[src/mbe_cfg.svh]
/*
 * Timing counts and pin-cycle constants of the host controller for the
 * multiplexed-bus electrically erasable memory.
 * Assumes a 40 MHz clock; included by bare name.
 */
// Behaviour
// - host uses only the active-low select; active-high one held high
// - fetch cycles keep read/write strobes high, chip select low
// - data cycles keep fetch strobe high, drive latch/read/write
// - write: latch address, lower write strobe, drive data, rise
// - host starts every next page byte within 100us
// - all data bytes of a page share address bits 7 to 14; unlock bytes use their own addresses
// - host sends three unlock bytes before the data bytes
// - unlock and data bytes form one continuous page write
`ifndef MBE_CFG_SVH
`define MBE_CFG_SVH
`define MBE_CLK_MHZ 40
`define MBE_ALE_NS 80
`define MBE_ALE_CYC 8'((`MBE_ALE_NS * `MBE_CLK_MHZ + 999) / 1000)
`define MBE_ACCESS_NS 150
`define MBE_ACCESS_CYC 8'((`MBE_ACCESS_NS * `MBE_CLK_MHZ + 999) / 1000 + 3)
`define MBE_WR_PULSE_NS 100
`define MBE_WR_PULSE_CYC 8'((`MBE_WR_PULSE_NS * `MBE_CLK_MHZ + 999) / 1000)
`define MBE_RECOVER_CYC 8'h02
`define MBE_WINDOW_US 100
`define MBE_WINDOW_CYC (`MBE_WINDOW_US * `MBE_CLK_MHZ)
`define MBE_PROG_MS 5
`define MBE_PROG_CYC (`MBE_PROG_MS * 1000 * `MBE_CLK_MHZ)
`define MBE_UNLOCK_BYTES 9'h003
`define MBE_TOGGLE_BIT 6
`endif

[src/mbe_pkg.sv]
/*
 * Types shared by the host controller files.
 * Assumes nothing beyond a SystemVerilog compiler.
 */
package mbe_pkg;
    typedef enum logic [1:0] {MBE_OP_READ, MBE_OP_FETCH, MBE_OP_PAGE_WRITE,
        MBE_OP_NONE} mbe_op_t;
    typedef enum logic [1:0] {MBE_RSP_OK, MBE_RSP_TIMEOUT, MBE_RSP_BAD_COUNT,
        MBE_RSP_RSVD} mbe_rsp_t;
endpackage

[src/mbe_page_buf.sv]
/*
 * Page staging memory: one write port, one read port, registered read data.
 * Assumes a single clock shared with the controller.
 */
module mbe_page_buf #(
    parameter int WIDTH = 8,
    parameter int DEPTH = 128,
    parameter int AW = 7
) (
    input wire logic clock,
    input wire logic wr_en,
    input wire logic [AW-1:0] wr_idx,
    input wire logic [WIDTH-1:0] wr_data,
    input wire logic [AW-1:0] rd_idx,
    output logic [WIDTH-1:0] rd_data
);
    logic [WIDTH-1:0] mem [DEPTH];

    always_ff @(posedge clock)
    begin
        if (wr_en)
        begin
            mem[wr_idx] <= wr_data;
        end
        rd_data <= mem[rd_idx];
    end
endmodule

[src/mbe_host.sv]
/*
 * Host controller that drives the multiplexed-bus memory through its pins:
 * data reads, program fetches, unlocked page writes and toggle polling.
 * Assumes the memory pins sit on a board net resolved by the bench from
 * shared_addr_data_pins_oe; the user side runs on the same clock.
 */
`include "mbe_cfg.svh"

module mbe_host #(
    parameter int PAGE_BYTES = 128,
    parameter int PROG_MAX_CYC = `MBE_PROG_CYC,
    parameter int WINDOW_CYC = `MBE_WINDOW_CYC,
    parameter logic [14:0] UNLOCK_ADDR0 = 15'h0000,
    parameter logic [14:0] UNLOCK_ADDR1 = 15'h0000,
    parameter logic [14:0] UNLOCK_ADDR2 = 15'h0000,
    parameter logic [7:0] UNLOCK_DATA0 = 8'h00,
    parameter logic [7:0] UNLOCK_DATA1 = 8'h00,
    parameter logic [7:0] UNLOCK_DATA2 = 8'h00
) (
    input wire logic clock,
    input wire logic sys_rst,
    input wire logic cmd_valid,
    input wire mbe_pkg::mbe_op_t cmd_op,
    input wire logic [14:0] cmd_addr,
    input wire logic [7:0] cmd_count,
    output logic cmd_ready,
    input wire logic load_en,
    input wire logic [6:0] load_idx,
    input wire logic [7:0] load_data,
    output logic rsp_valid,
    output mbe_pkg::mbe_rsp_t rsp_status,
    output logic [7:0] rsp_data,
    output logic addr_latch_strobe,
    output logic [6:0] upper_address_inputs,
    input wire logic [7:0] shared_addr_data_pins_in,
    output logic [7:0] shared_addr_data_pins_out,
    output logic shared_addr_data_pins_oe,
    output logic read_strobe_n,
    output logic write_strobe_n,
    output logic program_fetch_strobe_n,
    output logic chip_select_n,
    output logic chip_select
);
    import mbe_pkg::*;

    typedef enum logic [2:0] {S_IDLE, S_ALE, S_HOLD, S_STB, S_END, S_WAIT}
        mbe_state_t;

    mbe_state_t state;
    mbe_state_t next_state;
    mbe_op_t op;
    logic [14:0] base;
    logic [7:0] count;
    logic [8:0] step;
    logic [7:0] ph;
    logic [17:0] prog_cnt;
    logic [12:0] wait_cnt;
    logic poll;
    logic have_prev;
    logic prev_bit;
    logic [7:0] sync1;
    logic [7:0] sync2;
    logic [7:0] sync3;
    logic [7:0] buf_q;

    function automatic logic [14:0] unlock_addr(input logic [8:0] s);
        unlock_addr = (s == 9'h000) ? UNLOCK_ADDR0 :
            (s == 9'h001) ? UNLOCK_ADDR1 : UNLOCK_ADDR2;
    endfunction

    function automatic logic [7:0] unlock_data(input logic [8:0] s);
        unlock_data = (s == 9'h000) ? UNLOCK_DATA0 :
            (s == 9'h001) ? UNLOCK_DATA1 : UNLOCK_DATA2;
    endfunction

    // bus-cycle decode
    wire is_write = (op == MBE_OP_PAGE_WRITE) && !poll;
    wire is_fetch = (op == MBE_OP_FETCH);
    wire in_unlock = step < `MBE_UNLOCK_BYTES;
    wire [8:0] data_step = step - `MBE_UNLOCK_BYTES;
    wire [6:0] byte_idx = data_step[6:0];
    wire [6:0] low7 = 7'(base[6:0] + byte_idx);
    // page bytes keep the upper address bits of the base
    wire [14:0] data_addr = {base[14:7], low7};
    wire [14:0] cur_addr = (is_write && in_unlock) ? unlock_addr(step) :
        (is_write ? data_addr : base);
    wire [7:0] cur_wdata = in_unlock ? unlock_data(step) : buf_q;
    wire [8:0] last_step = 9'(count) + `MBE_UNLOCK_BYTES;
    wire [8:0] step_inc = step + 9'h001;
    wire more_bytes = step_inc < last_step;
    wire [7:0] stb_len = is_write ? `MBE_WR_PULSE_CYC : `MBE_ACCESS_CYC;
    wire ph_done_ale = ph + 8'h01 >= `MBE_ALE_CYC;
    wire ph_done_stb = ph + 8'h01 >= stb_len;
    wire ph_done_end = ph + 8'h01 >= `MBE_RECOVER_CYC;
    wire in_stable = sync2 == sync3;
    wire cur_bit = sync3[`MBE_TOGGLE_BIT];
    wire poll_settled = have_prev && (cur_bit == prev_bit);
    wire prog_timeout = prog_cnt >= 18'(PROG_MAX_CYC);
    wire count_ok = (cmd_count != 8'h00) && (32'(cmd_count) <= PAGE_BYTES);
    wire cmd_take = (state == S_IDLE) && cmd_ready && cmd_valid
        && cmd_op != MBE_OP_NONE;
    wire bad_write = cmd_op == MBE_OP_PAGE_WRITE && !count_ok;
    wire rd_finish = (state == S_END) && ph_done_end;
    wire wait_done = 32'(wait_cnt) >= WINDOW_CYC;

    always_comb
    begin
        next_state = state;
        unique case (state)
            S_IDLE:
                if (cmd_take && !bad_write)
                    next_state = S_ALE;
            S_ALE:
                if (ph_done_ale)
                    next_state = S_HOLD;
            S_HOLD:
                next_state = S_STB;
            S_STB:
                if (ph_done_stb && (is_write || in_stable))
                    next_state = S_END;
            S_END:
                if (ph_done_end)
                begin
                    if (is_write)
                        next_state = more_bytes ? S_ALE : S_WAIT;
                    else if (poll && !poll_settled && !prog_timeout)
                        next_state = S_ALE;
                    else
                        next_state = S_IDLE;
                end
            S_WAIT:
                if (wait_done)
                    next_state = S_ALE;
        endcase
    end

    mbe_page_buf #(.WIDTH(8), .DEPTH(PAGE_BYTES), .AW(7)) page_buf (
        .clock(clock),
        .wr_en(load_en),
        .wr_idx(load_idx),
        .wr_data(load_data),
        .rd_idx(byte_idx),
        .rd_data(buf_q)
    );

    // pin input synchroniser
    always_ff @(posedge clock)
    begin
        sync1 <= shared_addr_data_pins_in;
        sync2 <= sync1;
        sync3 <= sync2;
    end

    always_ff @(posedge clock)
    begin
        if (sys_rst)
            state <= S_IDLE;
        else
            state <= next_state;
    end

    always_ff @(posedge clock)
    begin
        if (sys_rst || next_state != state)
            ph <= 8'h00;
        else if (ph != 8'hFF)
            ph <= ph + 8'h01;
    end

    always_ff @(posedge clock)
    begin
        if (sys_rst || state != S_WAIT)
            wait_cnt <= 13'h0000;
        else
            wait_cnt <= wait_cnt + 13'h0001;
    end

    always_ff @(posedge clock)
    begin
        if (sys_rst || !poll)
            prog_cnt <= 18'h00000;
        else if (!prog_timeout)
            prog_cnt <= prog_cnt + 18'h00001;
    end

    // command capture and page sequencing
    always_ff @(posedge clock)
    begin
        if (sys_rst)
        begin
            op <= MBE_OP_NONE;
            base <= 15'h0000;
            count <= 8'h00;
            step <= 9'h000;
            poll <= 1'b0;
        end
        else if (cmd_take)
        begin
            op <= cmd_op;
            base <= cmd_addr;
            count <= cmd_count;
            step <= 9'h000;
            poll <= 1'b0;
        end
        else if (rd_finish && is_write)
        begin
            step <= more_bytes ? step_inc : step;
            poll <= !more_bytes;
        end
        else if (state == S_IDLE)
            poll <= 1'b0;
    end

    always_ff @(posedge clock)
    begin
        if (sys_rst || cmd_take)
        begin
            have_prev <= 1'b0;
            prev_bit <= 1'b0;
        end
        else if (rd_finish && poll)
        begin
            have_prev <= 1'b1;
            prev_bit <= cur_bit;
        end
    end

    // response
    always_ff @(posedge clock)
    begin
        if (sys_rst)
        begin
            rsp_valid <= 1'b0;
            rsp_status <= MBE_RSP_OK;
            rsp_data <= 8'h00;
        end
        else if (cmd_take && bad_write)
        begin
            rsp_valid <= 1'b1;
            rsp_status <= MBE_RSP_BAD_COUNT;
            rsp_data <= 8'h00;
        end
        else if (rd_finish && !is_write && next_state == S_IDLE)
        begin
            rsp_valid <= 1'b1;
            rsp_status <= (poll && !poll_settled) ? MBE_RSP_TIMEOUT
                : MBE_RSP_OK;
            rsp_data <= sync3;
        end
        else
            rsp_valid <= 1'b0;
    end

    // pin drive, registered from the next state
    wire n_ale = next_state == S_ALE;
    wire n_addr = n_ale || next_state == S_HOLD;
    wire n_stb = next_state == S_STB;
    wire n_wdrv = is_write && (n_stb || next_state == S_END);
    wire n_busy = next_state != S_IDLE && next_state != S_WAIT;

    always_ff @(posedge clock)
    begin
        if (sys_rst)
        begin
            addr_latch_strobe <= 1'b0;
            upper_address_inputs <= 7'h00;
            shared_addr_data_pins_out <= 8'h00;
            shared_addr_data_pins_oe <= 1'b0;
            read_strobe_n <= 1'b1;
            write_strobe_n <= 1'b1;
            program_fetch_strobe_n <= 1'b1;
            chip_select_n <= 1'b1;
            chip_select <= 1'b1;
            cmd_ready <= 1'b0;
        end
        else
        begin
            addr_latch_strobe <= n_ale;
            upper_address_inputs <= cur_addr[14:8];
            shared_addr_data_pins_out <= n_addr ? cur_addr[7:0] : cur_wdata;
            shared_addr_data_pins_oe <= n_addr || n_wdrv;
            read_strobe_n <= !(n_stb && !is_write && !is_fetch);
            write_strobe_n <= !(n_stb && is_write);
            program_fetch_strobe_n <= !(n_stb && is_fetch);
            chip_select_n <= !n_busy;
            chip_select <= 1'b1;
            cmd_ready <= next_state == S_IDLE;
        end
    end
endmodule

[config.mk]
export PLATFORM = sky130hd
export DESIGN_NAME = mbe_host
export DESIGN_NICKNAME = d
export VERILOG_FILES = /design/src/mbe_pkg.sv /design/src/mbe_page_buf.sv /design/src/mbe_host.sv
export VERILOG_INCLUDE_DIRS = /design/src
export SDC_FILE = /design/constraint.sdc
export NUM_CORES = 1
export LEC_CHECK = 0
export BUFFER_PORTS_ARGS = -buffer_cell sky130_fd_sc_hd__buf_2
export CAP_MARGIN = 5
export CORE_MARGIN = 4
export CORE_UTILIZATION = 45
export CTS_BUF_LIST = sky130_fd_sc_hd__clkbuf_16
export CTS_CLUSTER_SIZE = 30
export DETAILED_ROUTE_END_ITERATION = 12
export PLACE_DENSITY = 0.6
export SLEW_MARGIN = 20
export SYNTH_ARGS = -nofsm -noshare
export SYNTH_HDL_FRONTEND = slang
export SYNTH_HIERARCHICAL = 1
export SYNTH_SLANG_ARGS = --single-unit
export TNS_END_PERCENT = 50
[constraint.sdc]
create_clock -name clock -period 3.6 [get_ports clock]
set_clock_uncertainty 0.1 [all_clocks]
set_input_delay 0.18 -clock clock [delete_from_list [all_inputs] [get_ports clock]]
set_output_delay 0.18 -clock clock [all_outputs]
set_load 0.01 [all_outputs]
# After elaboration in Yosys (flattened, before gate mapping)

Memory sizes are Yosys's and may differ from the RTL's. A register that Yosys moved wholly into a read port is not among the register bits.
Index checks and enable logic that the tools add are counted.
W data, S select, Z words.

Word-level logic and storage cells: 139
Memories kept: 1
Output and inout port bits: 34
Register bits after elaboration: 136
Input bits: 52
Memory bits (writable): 1024

Memories:

| name         | words | bits a word | rd ports | clocked after Yosys merged registers in | write ports | RTL line           | RTL |
|---|---|---|---|---|---|---|---|
| page_buf.mem | 128   | 8           | 1        | 1                                       | 1           | mbe_page_buf.sv:17 | `logic [WIDTH-1:0] mem [DEPTH];` |

Equal/unequal tests: 19
Add/subtract/negate cells: 7
Order comparisons: 8
Muxes and demuxes: 23
Reduce and logical (&&, ||, !) cells: 54

Operators with widths:

| cell                    | count |
|---|---|
| $logic_and A1 B1 Y1     | 24 |
| $mux W8                 | 3 |
| $mux W3                 | 7 |
| $add A18 B1 Y18 const B | 1 |
| $ge A18 B18 Y1 const B  | 1 |
| $pmux W3 S6             | 1 |
| $add A13 B1 Y13 const B | 1 |
| $ge A13 B12 Y1 const B  | 1 |
| $eq A3 B2 Y1 const B    | 4 |
| $logic_not A1 Y1        | 12 |
| $add A8 B2 Y9 const B   | 1 |
| $add A9 B1 Y9 const B   | 1 |
| $eq A3 B3 Y1 const B    | 3 |
| $lt A9 B2 Y1 const B    | 1 |
| $lt A9 B9 Y1            | 1 |
| $add A8 B1 Y8 const B   | 1 |
| $eq A8 B8 Y1            | 1 |
| $ge A8 B2 Y1 const B    | 1 |
| $ge A8 B3 Y1 const B    | 1 |
| $ge A8 B4 Y1            | 1 |
| $le A8 B8 Y1 const B    | 1 |
| $logic_or A1 B1 Y1      | 8 |
| $mux W1                 | 8 |
| $ne A8 B8 Y1 const B    | 1 |
| other kinds (18)        | 26 |

# Longest topological paths before layout

Gate-level depths: netlist of run 1.

Depth in word-level cells: 13
Depth in mapped cells: 14
Depth with buffers taken out: 13

# Modules after synthesis

The synthesis of run 1 kept the hierarchy.

Modules (own cells, without submodules):

| module       | area each (um^2) | cells an instance | times used | seq. area each (um^2) |
|---|---|---|---|---|
| mbe_page_buf | 39665.5          | 1635              | 1          | 30909.6 |
| mbe_host     | 6246.0           | 708               | 1          | 2722.6 |

# Worst setup path before layout of run 1

OpenSTA, ideal clock, no wires.

Path type: flip-flop to flip-flop
Start: reg step[0]
End: reg shared_addr_data_pins_out[5]
Stages on the path, launching flop included: 14
Library setup time: 0.121 ns
Period minus slack after synthesis: 3.321 ns
Data arrival time: 3.100 ns
Data required time: 3.379 ns
Buffers on the path: 1
Path slack: 0.279 ns
Cell sequence: dfxtp_1 -> ha_1 -> and3_1 -> and3_1 -> xor2_1 -> ha_1 -> a21o_1 -> a21o_1 -> a221o_1 -> o21ai_1 -> nand3_1 -> a211o_1 -> buf_6 -> mux2_4

Word-level cells in the longest chain between the ends: 9
Elaborated cells between the ends (all ways): 17
Classes of those cells: 3 x add/sub; 2 x order compare; 2 x eq/ne; 8 x mux; 2 x reduce/logical

RTL lines:

| item                                         | RTL line                         | RTL |
|---|---|---|
| start: declaration                           | mbe_host.sv:54                   | `logic [8:0] step;` |
| start signal: assignment                     | mbe_host.sv:207                  | `step <= more_bytes ? step_inc : step;` |
| $add A9 B1 Y9 (*)                            | mbe_host.sv:89                   | `wire [8:0] step_inc = step + 9'h001;` |
| net step_inc[6]                              | mbe_host.sv:89                   |  |
| $lt A9 B9 Y1 (*)                             | mbe_host.sv:90                   | `wire more_bytes = step_inc < last_step;` |
| $mux W3 (*)                                  | mbe_host.sv:125                  | `next_state = more_bytes ? S_ALE : S_WAIT;` |
| $mux W3 (*)                                  | mbe_host.sv:124                  | `if (is_write)` |
| $mux W3 (*)                                  | mbe_host.sv:122                  | `if (ph_done_end)` |
| $pmux W3 S6 (*)                              | mbe_host.sv:109                  | `unique case (state)` |
| $eq A3 B1 Y1 or $eq A3 B2 Y1 (tied branches) | mbe_host.sv:255, mbe_host.sv:256 |  |
| $logic_or A1 B1 Y1 (*)                       | mbe_host.sv:256                  | `wire n_addr = n_ale \|\| next_state == S_HOLD;` |
| $mux W8 (*)                                  | mbe_host.sv:280                  | `shared_addr_data_pins_out <= n_addr ? cur_addr[7:0] : cur_wdata;` |
| end signal: assignment                       | mbe_host.sv:280                  |  |
| end: declaration                             | mbe_host.sv:36                   | `output logic [7:0] shared_addr_data_pins_out,` |

Mark *: on every way through the listed nets, which the timed path passes. The rest lies on a longest branch.
A chain may end at the register's enable or synchronous reset.

# Worst setup path after layout of run 1

Start: reg step[1]
End: reg page_buf.rd_data[7] (read register of page_buf.mem)

Word-level cells in the longest chain between the ends: 1

RTL lines:

| item                           | RTL line           | RTL |
|---|---|---|
| $sub A7 B2 Y7 (no source line) | -                  |  |
| net data_step[2]               | mbe_host.sv:80     | `` wire [8:0] data_step = step - `MBE_UNLOCK_BYTES; `` |
| end: declaration               | mbe_page_buf.sv:15 | `output logic [WIDTH-1:0] rd_data` |

The timed path passes the listed nets, and every way through them passes these cells.

==> impl_metrics.prom, run 1 <==
# TYPE chip_impl_metric gauge
chip_impl_metric{name="power.leakage",unit="uW"} 0.01807
chip_impl_info{name="cpMostUsedCell",value="sky130_fd_sc_hd__mux4_2"} 1
chip_impl_metric{name="power.clock.fraction",unit="%"} 43.4
chip_impl_info{name="min_path_type",value="input pin to flop"} 1
chip_impl_metric{name="max-clock-path-buffers",unit=""} 3
chip_impl_metric{name="p_comb_share",unit="%"} 2.7
chip_impl_metric{name="routabilityCongestion",unit=""} 0.8268
chip_impl_metric{name="post-route-min-period",unit="ns"} 3.439
chip_impl_metric{name="max_clock_freq",unit="MHz"} 290.8
chip_impl_metric{name="max_slew.worst_pin.slew",unit="ns"} 1.073
chip_impl_metric{name="yosys_warning_count",unit=""} 6
chip_impl_metric{name="final_core_util",unit="%"} 53.31
chip_impl_metric{name="synth_sequential_area_ratio",unit="%"} 73.25
chip_impl_metric{name="layout-area-overhead-vs-synth",unit="%"} 16.96
chip_impl_metric{name="synth_area_per_cell",unit="um2"} 19.60
chip_impl_info{name="critPathKind",value="flop to flop"} 1
chip_impl_info{name="run_status",value="finished clean"} 1
chip_impl_metric{name="worst_slew_margin_rel",unit="%"} 28.44
chip_impl_info{name="rr_endpoint",value="page_buf/rd_data[7]"} 1
chip_impl_info{name="synth_area_leaders",value="sky130_fd_sc_hd__edfxtp_1 67%, sky130_fd_sc_hd__mux4_2 16%, sky130_fd_sc_hd__dfxtp_1 6.3%, sky130_fd_sc_hd__nor2_1 1.6%, sky130_fd_sc_hd__nand2_1 1.0%"} 1
chip_impl_metric{name="coreArea",unit="mm2"} 0.1007
chip_impl_info{name="timing.critical_path.to_type",value="flop"} 1
chip_impl_metric{name="fin_ws",unit="ns"} 0.1608
chip_impl_metric{name="cp_data_required_time",unit="ns"} 4.12
chip_impl_metric{name="htree_num_levels",unit=""} 3
chip_impl_metric{name="stdcell_count",unit=""} 4129
chip_impl_metric{name="synth_enable_flop_cells",unit=""} 1024
chip_impl_metric{name="boundaryPins",unit=""} 86
chip_impl_metric{name="post-route-period-util",unit="%"} 95.53
chip_impl_metric{name="cell_area_synth",unit="mm2"} 0.04591
chip_impl_info{name="cp-start-kind",value="flop"} 1
chip_impl_metric{name="max_stage_delay",unit="ns"} 0.56
chip_impl_metric{name="peakVddDrop",unit="mV"} 0.4311
chip_impl_info{name="worst_hold_startpoint",value="load_data[2]"} 1
chip_impl_metric{name="final-max-slew-violation-count",unit=""} 0
chip_impl_metric{name="design_internal_power",unit="uW"} 21890
chip_impl_metric{name="design_area",unit="mm2"} 0.05370
chip_impl_metric{name="start_util",unit="%"} 45.58
chip_impl_metric{name="fillers",unit=""} 7865
chip_impl_info{name="crit_path_start",value="step[1]"} 1
chip_impl_metric{name="dp.final_hpwl",unit="um"} 67080
chip_impl_metric{name="tritoncts.num_buffers",unit=""} 118
chip_impl_metric{name="post_synth_xor_area_fraction",unit="%"} 1.335
chip_impl_metric{name="worst_ep_arrival_time",unit="ns"} 3.96
chip_impl_metric{name="synth-adder-area-share",unit="%"} 0.7249
chip_impl_metric{name="max_cap_violation_count",unit=""} 0
chip_impl_info{name="synth_ff_type",value="sky130_fd_sc_hd__edfxtp_1"} 1
chip_impl_metric{name="design.final.nets",unit=""} 2749
chip_impl_metric{name="drt_iter0_drc",unit=""} 2595
chip_impl_metric{name="timing.critical_path.fanout_max",unit=""} 35
chip_impl_info{name="rr_startpoint",value="step[1]"} 1
chip_impl_metric{name="groute.usage.overall",unit="%"} 19.90
chip_impl_metric{name="clk_latency",unit="ns"} 0.73
chip_impl_metric{name="placement.setup.worst_slack",unit="ns"} 0.04514
chip_impl_metric{name="drtAntennaViolNets",unit=""} 0
chip_impl_metric{name="mux_contribution_to_synthesized_area",unit="%"} 17.13
chip_impl_metric{name="netlist_instances",unit=""} 2343
chip_impl_metric{name="floorplan.die.width",unit="um"} 327.4
chip_impl_info{name="ctsRootBufferMaster",value="sky130_fd_sc_hd__clkbuf_16"} 1
chip_impl_metric{name="grt-ovfl-total",unit=""} 0
chip_impl_metric{name="timing.critical_path.buf_inv",unit=""} 3
chip_impl_metric{name="first_global_vias",unit=""} 23805
chip_impl_metric{name="report.final.setup_viol",unit=""} 0
chip_impl_metric{name="grt_start_max_net_pins",unit=""} 128
chip_impl_metric{name="sequential_cell_fraction_of_total_power",unit="%"} 53.9
chip_impl_metric{name="antenna_found_initial",unit=""} 3
chip_impl_metric{name="diodes",unit=""} 0
chip_impl_metric{name="reg2regPathDepth",unit=""} 9
chip_impl_metric{name="hold_path_depth",unit=""} 1
chip_impl_metric{name="net-switching-power",unit="uW"} 5719
chip_impl_metric{name="final-hold-violation-count",unit=""} 0
chip_impl_metric{name="synth.lib_cells_used.distinct",unit=""} 69
chip_impl_metric{name="r2r_slack",unit="ns"} 0.16
chip_impl_metric{name="numPlacedInstances",unit=""} 3834
chip_impl_metric{name="layout-drive-gt1-share",unit="%"} 28.75
chip_impl_metric{name="detail_route.first_pass.iterations",unit=""} 6
chip_impl_info{name="timing.critical_path.cells",value="ha_4 > xnor2_2 > buf_12 > buf_12 > buf_4 > mux4_2 > mux4_2 > mux4_2 > mux2_2"} 1
chip_impl_info{name="synth.largest_area_cell",value="sky130_fd_sc_hd__edfxtp_1"} 1
chip_impl_info{name="main_combinational_cell_family_by_area_after_synthesis",value="multiplexers"} 1
chip_impl_metric{name="grt_pass1_wl",unit="um"} 158300
chip_impl_metric{name="clock_sinks",unit=""} 1168
chip_impl_metric{name="pwr_density_cell",unit="mW/mm2"} 514.2
chip_impl_metric{name="synth_nets",unit=""} 2421
chip_impl_info{name="critical_path.slowest_cell",value="sky130_fd_sc_hd__mux4_2"} 1
chip_impl_info{name="critical-path-top-delay-family",value="multiplexers"} 1
chip_impl_metric{name="route.detailed.wl_per_inst",unit="um"} 25.63
chip_impl_metric{name="routed_wirelength",unit="um"} 105800
chip_impl_metric{name="die-area",unit="mm2"} 0.1072
chip_impl_metric{name="cts.repair_timing.setup_buffer_count",unit=""} 0
chip_impl_metric{name="power_switching_share",unit="%"} 20.71
chip_impl_metric{name="worst_setup_hold_path_clk_slew",unit="ns"} 0.06
chip_impl_metric{name="via_per_inst",unit=""} 5.657
chip_impl_metric{name="dpl_cell_area",unit="mm2"} 0.04908
chip_impl_metric{name="synth_compound_area_share",unit="%"} 1.515
chip_impl_info{name="tritoncts",value="built"} 1
chip_impl_metric{name="drc",unit=""} 0
chip_impl_metric{name="synth_simple_gate_area_share",unit="%"} 4.723
chip_impl_metric{name="die_h",unit="um"} 327.4
chip_impl_metric{name="ys_seq_elements",unit=""} 1168
chip_impl_info{name="holdPathEnd",value="page_buf/mem[76][2]"} 1
chip_impl_metric{name="yosys.area.top_type_share",unit="%"} 66.98
chip_impl_metric{name="async_reset_ff_share",unit="%"} 0
chip_impl_metric{name="std_cell_rows",unit=""} 116
chip_impl_metric{name="crit_cells",unit=""} 9
chip_impl_metric{name="portBuffers",unit=""} 84
chip_impl_metric{name="num_vias",unit=""} 23357
[cells in the final DEF, fill, tap and decap left out, drive strengths merged, types with 5 or more instances in the layout]
| cell | Yosys | layout |
|---|---|---|
| edfxtp | 1024 | 1024 |
| mux4 | 336 | 336 |
| buf | 59 | 252 |
| nor2 | 192 | 192 |
| dfxtp | 144 | 144 |
| nand2 | 125 | 125 |
| clkbuf | 59 | 121 |
| dlygate4sd3 | 0 | 74 |
| clkinv | 1 | 55 |
| inv | 15 | 44 |
| nand3 | 43 | 43 |
| a21oi | 38 | 38 |
| xnor2 | 37 | 37 |
| xor2 | 33 | 33 |
| ha | 25 | 25 |
| nor3 | 24 | 24 |
| nand4 | 22 | 22 |
| mux2i | 19 | 19 |
| nor2b | 15 | 15 |
| o21ai | 14 | 14 |
| and3 | 13 | 13 |
| and2 | 11 | 11 |
| bufinv | 0 | 10 |
| mux2 | 9 | 9 |
| a21o | 8 | 8 |
| nand2b | 7 | 7 |
| clkinvlp | 0 | 7 |
| a31oi | 6 | 6 |
| and4 | 5 | 5 |
| a211oi | 5 | 5 |
[cell families (layout without fill, tap and decap cells)]
group           Yosys count  in the layout
xor+xnor                 70             70
mux                     364            364
other cells               1              1
fa+ha+maj                26             26
flops                  1168           1168
buf+inv                 134            563
simple gates            479            479
compound gates          101            101
[how the worst max path moves through the flow]
stage,to,slack [ns]
2_1_floorplan,shared_addr_data_pins_out[5],0.28
3_3_place_gp,page_buf/rd_data[7],0.05
3_5_place_dp,page_buf/rd_data[7],0.05
4_1_cts,page_buf/rd_data[7],0.04
5_1_grt,shared_addr_data_pins_out[6],-0.0006
6_report,page_buf/rd_data[7],0.16
[flip-flops by register name, summed over array words and instances, names as in the netlist, 2 cells and up]
name                       flops
state                          3
rsp_data                       8
page_buf/rd_data               8
prog_cnt                      18
sync2                          8
count                          8
ph                             8
upper_address_inputs           7
rsp_status                     2
shared_addr_data_pins_out      8
sync3                          8
base                          15
page_buf/mem                1024
step                           9
sync1                          8
op                             2
wait_cnt                      13
[routing by layer]
metal	track usage, %	share of wire, %	vias to the layer above
met5	0	0	-
met4	4.428	1.7	0
met3	3.800	7.5	121
met2	31.39	48	820
met1	29.15	43	12299
li1	-	-	10117
[final cells by class]
type,instances,area (um2),area share [%]
clock inverter,100,829.5,1.545
timing repair buffer,326,2693,5.014
tap,1357,1698,3.162
sequential,1168,33640,62.64
multi-input combinational,1041,11740,21.86
inverter,16,72.57,0.1351
clock buffer,121,3028,5.639
[synthesized netlist by cell type (all sizes together), types with 2 or more instances]
library cell,n
edfxtp,1024
mux4,336
nor2,192
dfxtp,144
nand2,125
buf,59
clkbuf,59
nand3,43
a21oi,38
xnor2,37
xor2,33
ha,25
nor3,24
nand4,22
mux2i,19
inv,15
nor2b,15
o21ai,14
and3,13
and2,11
mux2,9
a21o,8
nand2b,7
a31oi,6
a211oi,5
and4,5
a21boi,4
nand3b,4
o211ai,4
or2,4
a211o,3
a31o,3
nor4,3
or3,3
a2111o,2
a22oi,2
and2b,2
and3b,2
o2111ai,2
o21a,2
o21bai,2
[what timing repair did]
action / in CTS / in global routing
hold buffers: 74 / 0
endpoints found under the hold margin: 300 / 0
endpoints found under the setup margin: 0 / 13
resized for setup: 0 / 7
[power groups by stage]
stage	Sequential, uW	Combinational, uW	Clock, uW
after floorplan	15100	313	0
after global placement	15200	665	0
after detailed placement	15200	692	0
after CTS	14900	762	12300
after global routing	14900	829	12800
final	14900	756	12000
[metrics by stage]
step / hold slack (ns) / setup TNS [ns] / total power (uW)
after floorplan: 0.1077 / 0 / 15460
after global placement: 0.1878 / 0 / 15820
after detailed placement: 0.1851 / 0 / 15850
after CTS: 0.01449 / 0 / 27900
after global routing: 0.07261 / -0.0006222 / 28540
final: 0.03387 / 0 / 27610
(Power assumes the default switching activity.)
==> run 2: changes to the inputs <==
--- a/config.mk
+++ b/config.mk
@@ -13,6 +13,7 @@
 export CTS_BUF_LIST = sky130_fd_sc_hd__clkbuf_16
 export CTS_CLUSTER_SIZE = 30
 export DETAILED_ROUTE_END_ITERATION = 12
+export MAX_ROUTING_LAYER = met4
 export PLACE_DENSITY = 0.6
 export SLEW_MARGIN = 20
 export SYNTH_ARGS = -nofsm -noshare
==> run 2 against run 1 <==
  * Critical path depth did not move
  * Wire length rose by 0.15%
  * Non-clock buffer count did not move
  * Largest power group unchanged
  * Count of clock-buffer cells in the layout did not move
  * First-iteration DRC count fell by 1.1%
  * Highest routed layer unchanged
  * Critical path type unchanged
  * Flip-flop and latch count did not move
  * Worst hold slack improved by 0.0084 ns
  * Combinational power barely moved
  * Clock power barely moved
==> impl_metrics.prom, run 2 (same netlist as run 1, synthesis figures left out) <==
# TYPE chip_impl_metric gauge
chip_impl_info{name="run_status",value="finished clean"} 1
chip_impl_info{name="largest_registers",value="page_buf/mem x1024, prog_cnt x18, base x15"} 1
chip_impl_metric{name="final-hold-violation-count",unit=""} 0
chip_impl_metric{name="layout-drive-gt1-share",unit="%"} 28.75
chip_impl_metric{name="diodes",unit=""} 0
chip_impl_info{name="timing.critical_path.to_type",value="flop"} 1
chip_impl_info{name="regMostFlops",value="page_buf/mem"} 1
chip_impl_metric{name="largest_register_ff_count",unit=""} 1024
chip_impl_info{name="critPathKind",value="flop to flop"} 1
chip_impl_metric{name="max_slew.worst_pin.slew",unit="ns"} 1.096
chip_impl_info{name="ctsRootBufferMaster",value="sky130_fd_sc_hd__clkbuf_16"} 1
chip_impl_metric{name="sequential_cell_fraction_of_total_power",unit="%"} 53.9
chip_impl_metric{name="grt-ovfl-total",unit=""} 0
chip_impl_metric{name="route.detailed.wl_per_inst",unit="um"} 25.67
chip_impl_metric{name="die-area",unit="mm2"} 0.1072
chip_impl_info{name="final_cell_mix",value="1024 x sky130_fd_sc_hd__edfxtp_1, 336 x sky130_fd_sc_hd__mux4_2, 191 x sky130_fd_sc_hd__nor2_1"} 1
chip_impl_metric{name="p_comb_share",unit="%"} 2.7
chip_impl_metric{name="post-route-period-util",unit="%"} 95.06
chip_impl_metric{name="stdcell_count",unit=""} 4129
chip_impl_metric{name="coreArea",unit="mm2"} 0.1007
chip_impl_metric{name="dpl_cell_area",unit="mm2"} 0.04908
chip_impl_metric{name="pwr_density_cell",unit="mW/mm2"} 514.1
chip_impl_metric{name="cp_data_required_time",unit="ns"} 4.11
chip_impl_metric{name="clk_latency",unit="ns"} 0.72
chip_impl_metric{name="net-switching-power",unit="uW"} 5712
chip_impl_metric{name="design_internal_power",unit="uW"} 21890
chip_impl_metric{name="post-route-min-period",unit="ns"} 3.422
chip_impl_metric{name="tritoncts.num_buffers",unit=""} 118
chip_impl_metric{name="num_vias",unit=""} 23330
chip_impl_metric{name="power.leakage",unit="uW"} 0.01807
chip_impl_metric{name="max_cap_violation_count",unit=""} 0
chip_impl_metric{name="htree_num_levels",unit=""} 3
chip_impl_metric{name="routed_wirelength",unit="um"} 106000
chip_impl_metric{name="drtAntennaViolNets",unit=""} 0
chip_impl_metric{name="max_clock_freq",unit="MHz"} 292.2
chip_impl_metric{name="grt_pass1_wl",unit="um"} 158500
chip_impl_metric{name="final-max-slew-violation-count",unit=""} 0
chip_impl_metric{name="cts.repair_timing.setup_buffer_count",unit=""} 0
chip_impl_metric{name="antenna_found_initial",unit=""} 3
chip_impl_metric{name="floorplan.die.width",unit="um"} 327.4
chip_impl_metric{name="dp.final_hpwl",unit="um"} 67080
chip_impl_metric{name="fillers",unit=""} 7865
chip_impl_metric{name="peakVddDrop",unit="mV"} 0.4315
chip_impl_metric{name="drc",unit=""} 0
chip_impl_metric{name="report.final.setup_viol",unit=""} 0
chip_impl_metric{name="boundaryPins",unit=""} 86
chip_impl_metric{name="placement.setup.worst_slack",unit="ns"} 0.04514
chip_impl_metric{name="power_switching_share",unit="%"} 20.69
chip_impl_metric{name="detail_route.first_pass.iterations",unit=""} 5
chip_impl_metric{name="fin_ws",unit="ns"} 0.1779
chip_impl_metric{name="worst_setup_hold_path_clk_slew",unit="ns"} 0.06
chip_impl_metric{name="numPlacedInstances",unit=""} 3834
chip_impl_metric{name="layout-area-overhead-vs-synth",unit="%"} 16.96
chip_impl_metric{name="drt_iter0_drc",unit=""} 2566
chip_impl_metric{name="timing.critical_path.fanout_max",unit=""} 35
chip_impl_info{name="cp-start-kind",value="flop"} 1
chip_impl_info{name="layout.cells.most_common",value="sky130_fd_sc_hd__edfxtp_1"} 1
chip_impl_metric{name="first_global_vias",unit=""} 23764
chip_impl_metric{name="clock_sinks",unit=""} 1168
chip_impl_metric{name="portBuffers",unit=""} 84
chip_impl_metric{name="routabilityCongestion",unit=""} 0.8393
chip_impl_metric{name="final_core_util",unit="%"} 53.31
chip_impl_metric{name="via_per_inst",unit=""} 5.650
chip_impl_metric{name="design_area",unit="mm2"} 0.05370
chip_impl_info{name="min_path_type",value="input pin to flop"} 1
chip_impl_metric{name="start_util",unit="%"} 45.58
chip_impl_metric{name="worst_ep_arrival_time",unit="ns"} 3.94
chip_impl_metric{name="groute.usage.overall",unit="%"} 20.52
chip_impl_metric{name="max-clock-path-buffers",unit=""} 3
chip_impl_metric{name="power.clock.fraction",unit="%"} 43.4
chip_impl_metric{name="grt_start_max_net_pins",unit=""} 128
chip_impl_metric{name="std_cell_rows",unit=""} 116
chip_impl_metric{name="die_h",unit="um"} 327.4
chip_impl_metric{name="worst_slew_margin_rel",unit="%"} 26.96
chip_impl_metric{name="design.final.nets",unit=""} 2749
chip_impl_info{name="tritoncts",value="built"} 1
[run 2: area by class of cell]
cell class	count	area (um2)	area share (%)
clock buffers	121	3028	5.639
clock inverters	100	829.5	1.545
inverters	16	72.57	0.1351
multi-input cells	1041	11740	21.86
flip-flops and latches	1168	33640	62.64
well taps	1357	1698	3.162
repair buffers	326	2693	5.014
[run 2: power groups by stage]
stage / registers [uW] / clock network [uW] / logic, uW
finish: 14900 / 12000 / 756
CTS: 14900 / 12300 / 762
detailed placement: 15200 / 0 / 692
global route: 14900 / 12800 / 829
global placement: 15200 / 0 / 665
floorplan: 15100 / 0 / 313
[run 2: repair_timing]
action	4_1_cts	5_1_grt
hold endpoints to repair	300	0
hold buffers	74	0
resized for setup	0	7
endpoints found under the setup margin	0	13
[run 2: metrics by stage]
stage / TNS, ns / power, uW / hold WS (ns)
2_1_floorplan: 0 / 15460 / 0.1077
3_5_place_dp: 0 / 15850 / 0.1851
4_1_cts: 0 / 27900 / 0.01449
5_1_grt: -0.0006071 / 28550 / 0.07268
6_report: 0 / 27610 / 0.04224
3_3_place_gp: 0 / 15820 / 0.1878
[run 2: routing by layer]
metal / track usage (%) / vias to the layer above / wire length (um)
met2: 31.39 / 826 / 50380
met5: - / - / 0
met4: 4.428 / 0 / 1685
met3: 3.740 / 112 / 8099
li1: - / 10114 / -
met1: 29.23 / 12278 / 45830
[run 2: final timing paths]
kind                            cells after the start  slack (ns)                   to    startpoint
worst max-delay path                                9        0.18  page_buf/rd_data[7]       step[1]
worst min-delay path                                1        0.04  page_buf/mem[76][2]  load_data[2]
worst max register to register                      9        0.18  page_buf/rd_data[7]       step[1]
worst min register to register                      0        0.24             sync2[0]      sync1[0]
[run 2: critical path, stage by stage (launching register included)]
cell and delay, ns:
sky130_fd_sc_hd__dfxtp_2 0.35, sky130_fd_sc_hd__ha_4 0.18, sky130_fd_sc_hd__xnor2_2 0.17, sky130_fd_sc_hd__buf_12 0.21
sky130_fd_sc_hd__buf_12 0.25, sky130_fd_sc_hd__buf_4 0.24, sky130_fd_sc_hd__mux4_2 0.37, sky130_fd_sc_hd__mux4_2 0.55
sky130_fd_sc_hd__mux4_2 0.56, sky130_fd_sc_hd__mux2_2 0.30
==> run 3: changes to the inputs <==
--- a/config.mk
+++ b/config.mk
@@ -6,13 +6,13 @@
 export SDC_FILE = /design/constraint.sdc
 export NUM_CORES = 1
 export LEC_CHECK = 0
-export BUFFER_PORTS_ARGS = -buffer_cell sky130_fd_sc_hd__buf_2
 export CAP_MARGIN = 5
 export CORE_MARGIN = 4
 export CORE_UTILIZATION = 45
 export CTS_BUF_LIST = sky130_fd_sc_hd__clkbuf_16
 export CTS_CLUSTER_SIZE = 30
 export DETAILED_ROUTE_END_ITERATION = 12
+export DONT_BUFFER_PORTS = 1
 export MAX_ROUTING_LAYER = met4
 export PLACE_DENSITY = 0.6
 export SLEW_MARGIN = 20
==> run 3 against run 2 <==
  * Non-clock buffer count fell by 105
  * First-iteration DRC count fell by 6.5%
  * Register-to-register slack got worse by 0.03 ns
  * Final area fell by 0.40%
  * Die area did not move
  * Cell count fell by 2.4%
  * Via count fell by 0.30%
  * Critical path depth fell by 1
  * Wire length rose by 0.84%
  * Clock power barely moved
==> impl_metrics.prom, run 3 (same netlist as run 1, synthesis figures left out) <==
# TYPE chip_impl_metric gauge
chip_impl_info{name="grt_setup_unrepaired",value="no"} 1
chip_impl_metric{name="reg2regPathDepth",unit=""} 8
chip_impl_metric{name="worst_slew_margin_rel",unit="%"} 22.95
chip_impl_info{name="ctsRootBufferMaster",value="sky130_fd_sc_hd__clkbuf_16"} 1
chip_impl_metric{name="layout-drive-gt1-share",unit="%"} 24.81
chip_impl_metric{name="die_h",unit="um"} 327.4
chip_impl_metric{name="coreArea",unit="mm2"} 0.1007
chip_impl_info{name="cpMostUsedCell",value="sky130_fd_sc_hd__mux4_2"} 1
chip_impl_metric{name="die-area",unit="mm2"} 0.1072
chip_impl_metric{name="post-route-min-period",unit="ns"} 3.456
chip_impl_metric{name="drtAntennaViolNets",unit=""} 0
chip_impl_metric{name="route.detailed.wl_per_inst",unit="um"} 26.53
chip_impl_metric{name="max_cap_violation_count",unit=""} 0
chip_impl_info{name="largest_registers",value="page_buf/mem x1024, prog_cnt x18, base x15"} 1
chip_impl_metric{name="routed_wirelength",unit="um"} 106900
chip_impl_metric{name="final-hold-violation-count",unit=""} 0
chip_impl_metric{name="first_global_vias",unit=""} 23615
chip_impl_metric{name="worst_ep_arrival_time",unit="ns"} 3.94
chip_impl_info{name="holdPathEnd",value="page_buf/mem[102][2]"} 1
chip_impl_info{name="critical_path.slowest_cell",value="sky130_fd_sc_hd__mux4_2"} 1
chip_impl_metric{name="max_clock_freq",unit="MHz"} 289.3
chip_impl_metric{name="std_cell_rows",unit=""} 116
chip_impl_metric{name="final-max-slew-violation-count",unit=""} 0
chip_impl_metric{name="layout-area-overhead-vs-synth",unit="%"} 16.49
chip_impl_metric{name="groute.usage.overall",unit="%"} 20.66
chip_impl_info{name="final_cell_mix",value="1024 x sky130_fd_sc_hd__edfxtp_1, 336 x sky130_fd_sc_hd__mux4_2, 190 x sky130_fd_sc_hd__nor2_1"} 1
chip_impl_metric{name="num_vias",unit=""} 23259
chip_impl_info{name="cp-start-kind",value="flop"} 1
chip_impl_metric{name="fin_setup_tns",unit="ns"} 0
chip_impl_info{name="critical-path-top-delay-family",value="multiplexers"} 1
chip_impl_metric{name="report.final.setup_viol",unit=""} 0
chip_impl_metric{name="design.final.nets",unit=""} 2645
chip_impl_metric{name="largest_register_ff_count",unit=""} 1024
chip_impl_info{name="regMostFlops",value="page_buf/mem"} 1
chip_impl_metric{name="r2r_slack",unit="ns"} 0.14
chip_impl_info{name="timing.critical_path.cells",value="ha_4 > xnor2_2 > buf_12 > buf_4 > mux4_2 > mux4_2 > mux4_2 > mux2_2"} 1
chip_impl_metric{name="clk_latency",unit="ns"} 0.70
chip_impl_metric{name="max-clock-path-buffers",unit=""} 3
chip_impl_info{name="worst_hold_startpoint",value="load_idx[5]"} 1
chip_impl_metric{name="cp_data_required_time",unit="ns"} 4.08
chip_impl_metric{name="drc",unit=""} 0
chip_impl_metric{name="pwr_density_cell",unit="mW/mm2"} 519.9
chip_impl_info{name="min_path_type",value="input pin to flop"} 1
chip_impl_metric{name="fillers",unit=""} 7776
chip_impl_metric{name="max_stage_delay",unit="ns"} 0.57
chip_impl_metric{name="detail_route.first_pass.iterations",unit=""} 5
chip_impl_metric{name="timing.critical_path.fanout_max",unit=""} 21
chip_impl_metric{name="diodes",unit=""} 0
chip_impl_metric{name="power.leakage",unit="uW"} 0.01763
chip_impl_info{name="timing.critical_path.to_type",value="flop"} 1
chip_impl_metric{name="floorplan.die.width",unit="um"} 327.4
chip_impl_metric{name="tritoncts.num_buffers",unit=""} 119
chip_impl_metric{name="clock_sinks",unit=""} 1168
chip_impl_metric{name="routabilityCongestion",unit=""} 0.8400
chip_impl_metric{name="grt_pass1_wl",unit="um"} 159200
chip_impl_metric{name="boundaryPins",unit=""} 86
chip_impl_metric{name="grt-ovfl-total",unit=""} 0
chip_impl_metric{name="timing.critical_path.buf_inv",unit=""} 2
chip_impl_metric{name="htree_num_levels",unit=""} 3
chip_impl_metric{name="grt_start_max_net_pins",unit=""} 129
chip_impl_metric{name="drt_iter0_drc",unit=""} 2398
chip_impl_metric{name="peakVddDrop",unit="mV"} 0.4566
chip_impl_metric{name="worst_setup_hold_path_clk_slew",unit="ns"} 0.06
chip_impl_metric{name="stdcell_count",unit=""} 4029
chip_impl_info{name="run_status",value="finished clean"} 1
chip_impl_metric{name="antenna_found_initial",unit=""} 4
chip_impl_metric{name="design_power_total",unit="uW"} 27810
chip_impl_metric{name="via_per_inst",unit=""} 5.773
chip_impl_metric{name="hold_path_depth",unit=""} 3
chip_impl_metric{name="start_util",unit="%"} 45.58
chip_impl_info{name="rr_endpoint",value="page_buf/rd_data[1]"} 1
chip_impl_metric{name="post-route-period-util",unit="%"} 96.01
chip_impl_info{name="tritoncts",value="built"} 1
chip_impl_metric{name="portBuffers",unit=""} 0
chip_impl_metric{name="dp.final_hpwl",unit="um"} 64180
chip_impl_info{name="critPathKind",value="flop to flop"} 1
chip_impl_metric{name="cts.repair_timing.setup_buffer_count",unit=""} 0
chip_impl_info{name="rr_startpoint",value="step[0]"} 1
chip_impl_metric{name="max_slew.worst_pin.slew",unit="ns"} 1.153
chip_impl_metric{name="numPlacedInstances",unit=""} 3686
chip_impl_info{name="layout.cells.most_common",value="sky130_fd_sc_hd__edfxtp_1"} 1
[run 3: cell types whose count changed in the layout (fill, tap and decap cells not counted), moves of 4 or more]
| cell | delta |
|---|---|
| sky130_fd_sc_hd__buf_2 | -76 |
| sky130_fd_sc_hd__buf_16 | +8 |
| sky130_fd_sc_hd__dfxtp_1 | +4 |
| sky130_fd_sc_hd__buf_4 | -76 |
| sky130_fd_sc_hd__dfxtp_2 | -4 |
| sky130_fd_sc_hd__dlygate4sd3_1 | +34 |
| sky130_fd_sc_hd__clkinv_2 | +4 |
| sky130_fd_sc_hd__buf_12 | +5 |
[run 3: layout make-up]
class                   instances  area, um2  area share (%)
clock buffers                 122       3053           5.708
clock inverters               104      872.1           1.631
inverters                      16      72.57          0.1357
multi-input cells            1041      11750           21.98
flip-flops and latches       1168      33630           62.88
well taps                    1357       1698           3.175
repair buffers                221       2402           4.492
[run 3: worst max path at each step]
| stage | start | end | slack, ns | depth (start not counted) |
|---|---|---|---|---|
| after floorplan | step[0] | shared_addr_data_pins_out[5] | 0.28 | 13 |
| after global placement | step[0] | page_buf/rd_data[2] | 0.08 | 7 |
| after detailed placement | step[0] | page_buf/rd_data[2] | 0.04 | 7 |
| after CTS | step[0] | page_buf/rd_data[2] | 0.04 | 7 |
| after global routing | step[0] | shared_addr_data_pins_out[2] | 0.03 | 13 |
| final | step[0] | page_buf/rd_data[1] | 0.14 | 8 |
[run 3: layer usage]
metal  part of all wire, %  global-route usage [%]  up-vias
li1                      -                       -     9899
met1                    43                   29.08    12345
met2                    48                   32.03      864
met3                   7.1                   3.716      151
met4                   2.0                   4.485        0
met5                     0                       -        -
[run 3: through the flow]
step | instance area [um2] | worst slack [ns] | utilization, % | hold WS (ns)
6_report | 53480 | 0.1435 | 53.10 | 0.05428
4_1_cts | 53470 | 0.03508 | 53.08 | 0.004709
2_1_floorplan | 45910 | 0.2788 | - | 0.1077
3_3_place_gp | 48220 | 0.07574 | 47.88 | 0.1078
3_5_place_dp | 48220 | 0.04359 | 47.88 | 0.1078
5_1_grt | 53480 | 0.03127 | 53.10 | 0.04045
[run 3: worst register-to-register path: cells and delay by family, from the launching register on]
| family | cells | cell delay, ns |
|---|---|---|
| XOR/XNOR | 1 | 0.27 |
| adder cells (fa/ha/maj) | 1 | 0.19 |
| buffers and inverters | 2 | 0.65 |
| flip-flops | 1 | 0.35 |
| multiplexers | 4 | 1.78 |
[run 3: repair_timing]
action | in CTS | in global routing
setup endpoints to repair | 0 | 9
endpoints found under the hold margin | 1337 | 0
hold buffers | 117 | 0
gates resized for setup | 0 | 3
[run 3: report_power, final]
group          switching (uW)  internal [uW]  leakage (uW)
clock                    5100           7060       0.00200
combinational             490            263       0.00525
sequential               72.1          14800        0.0104
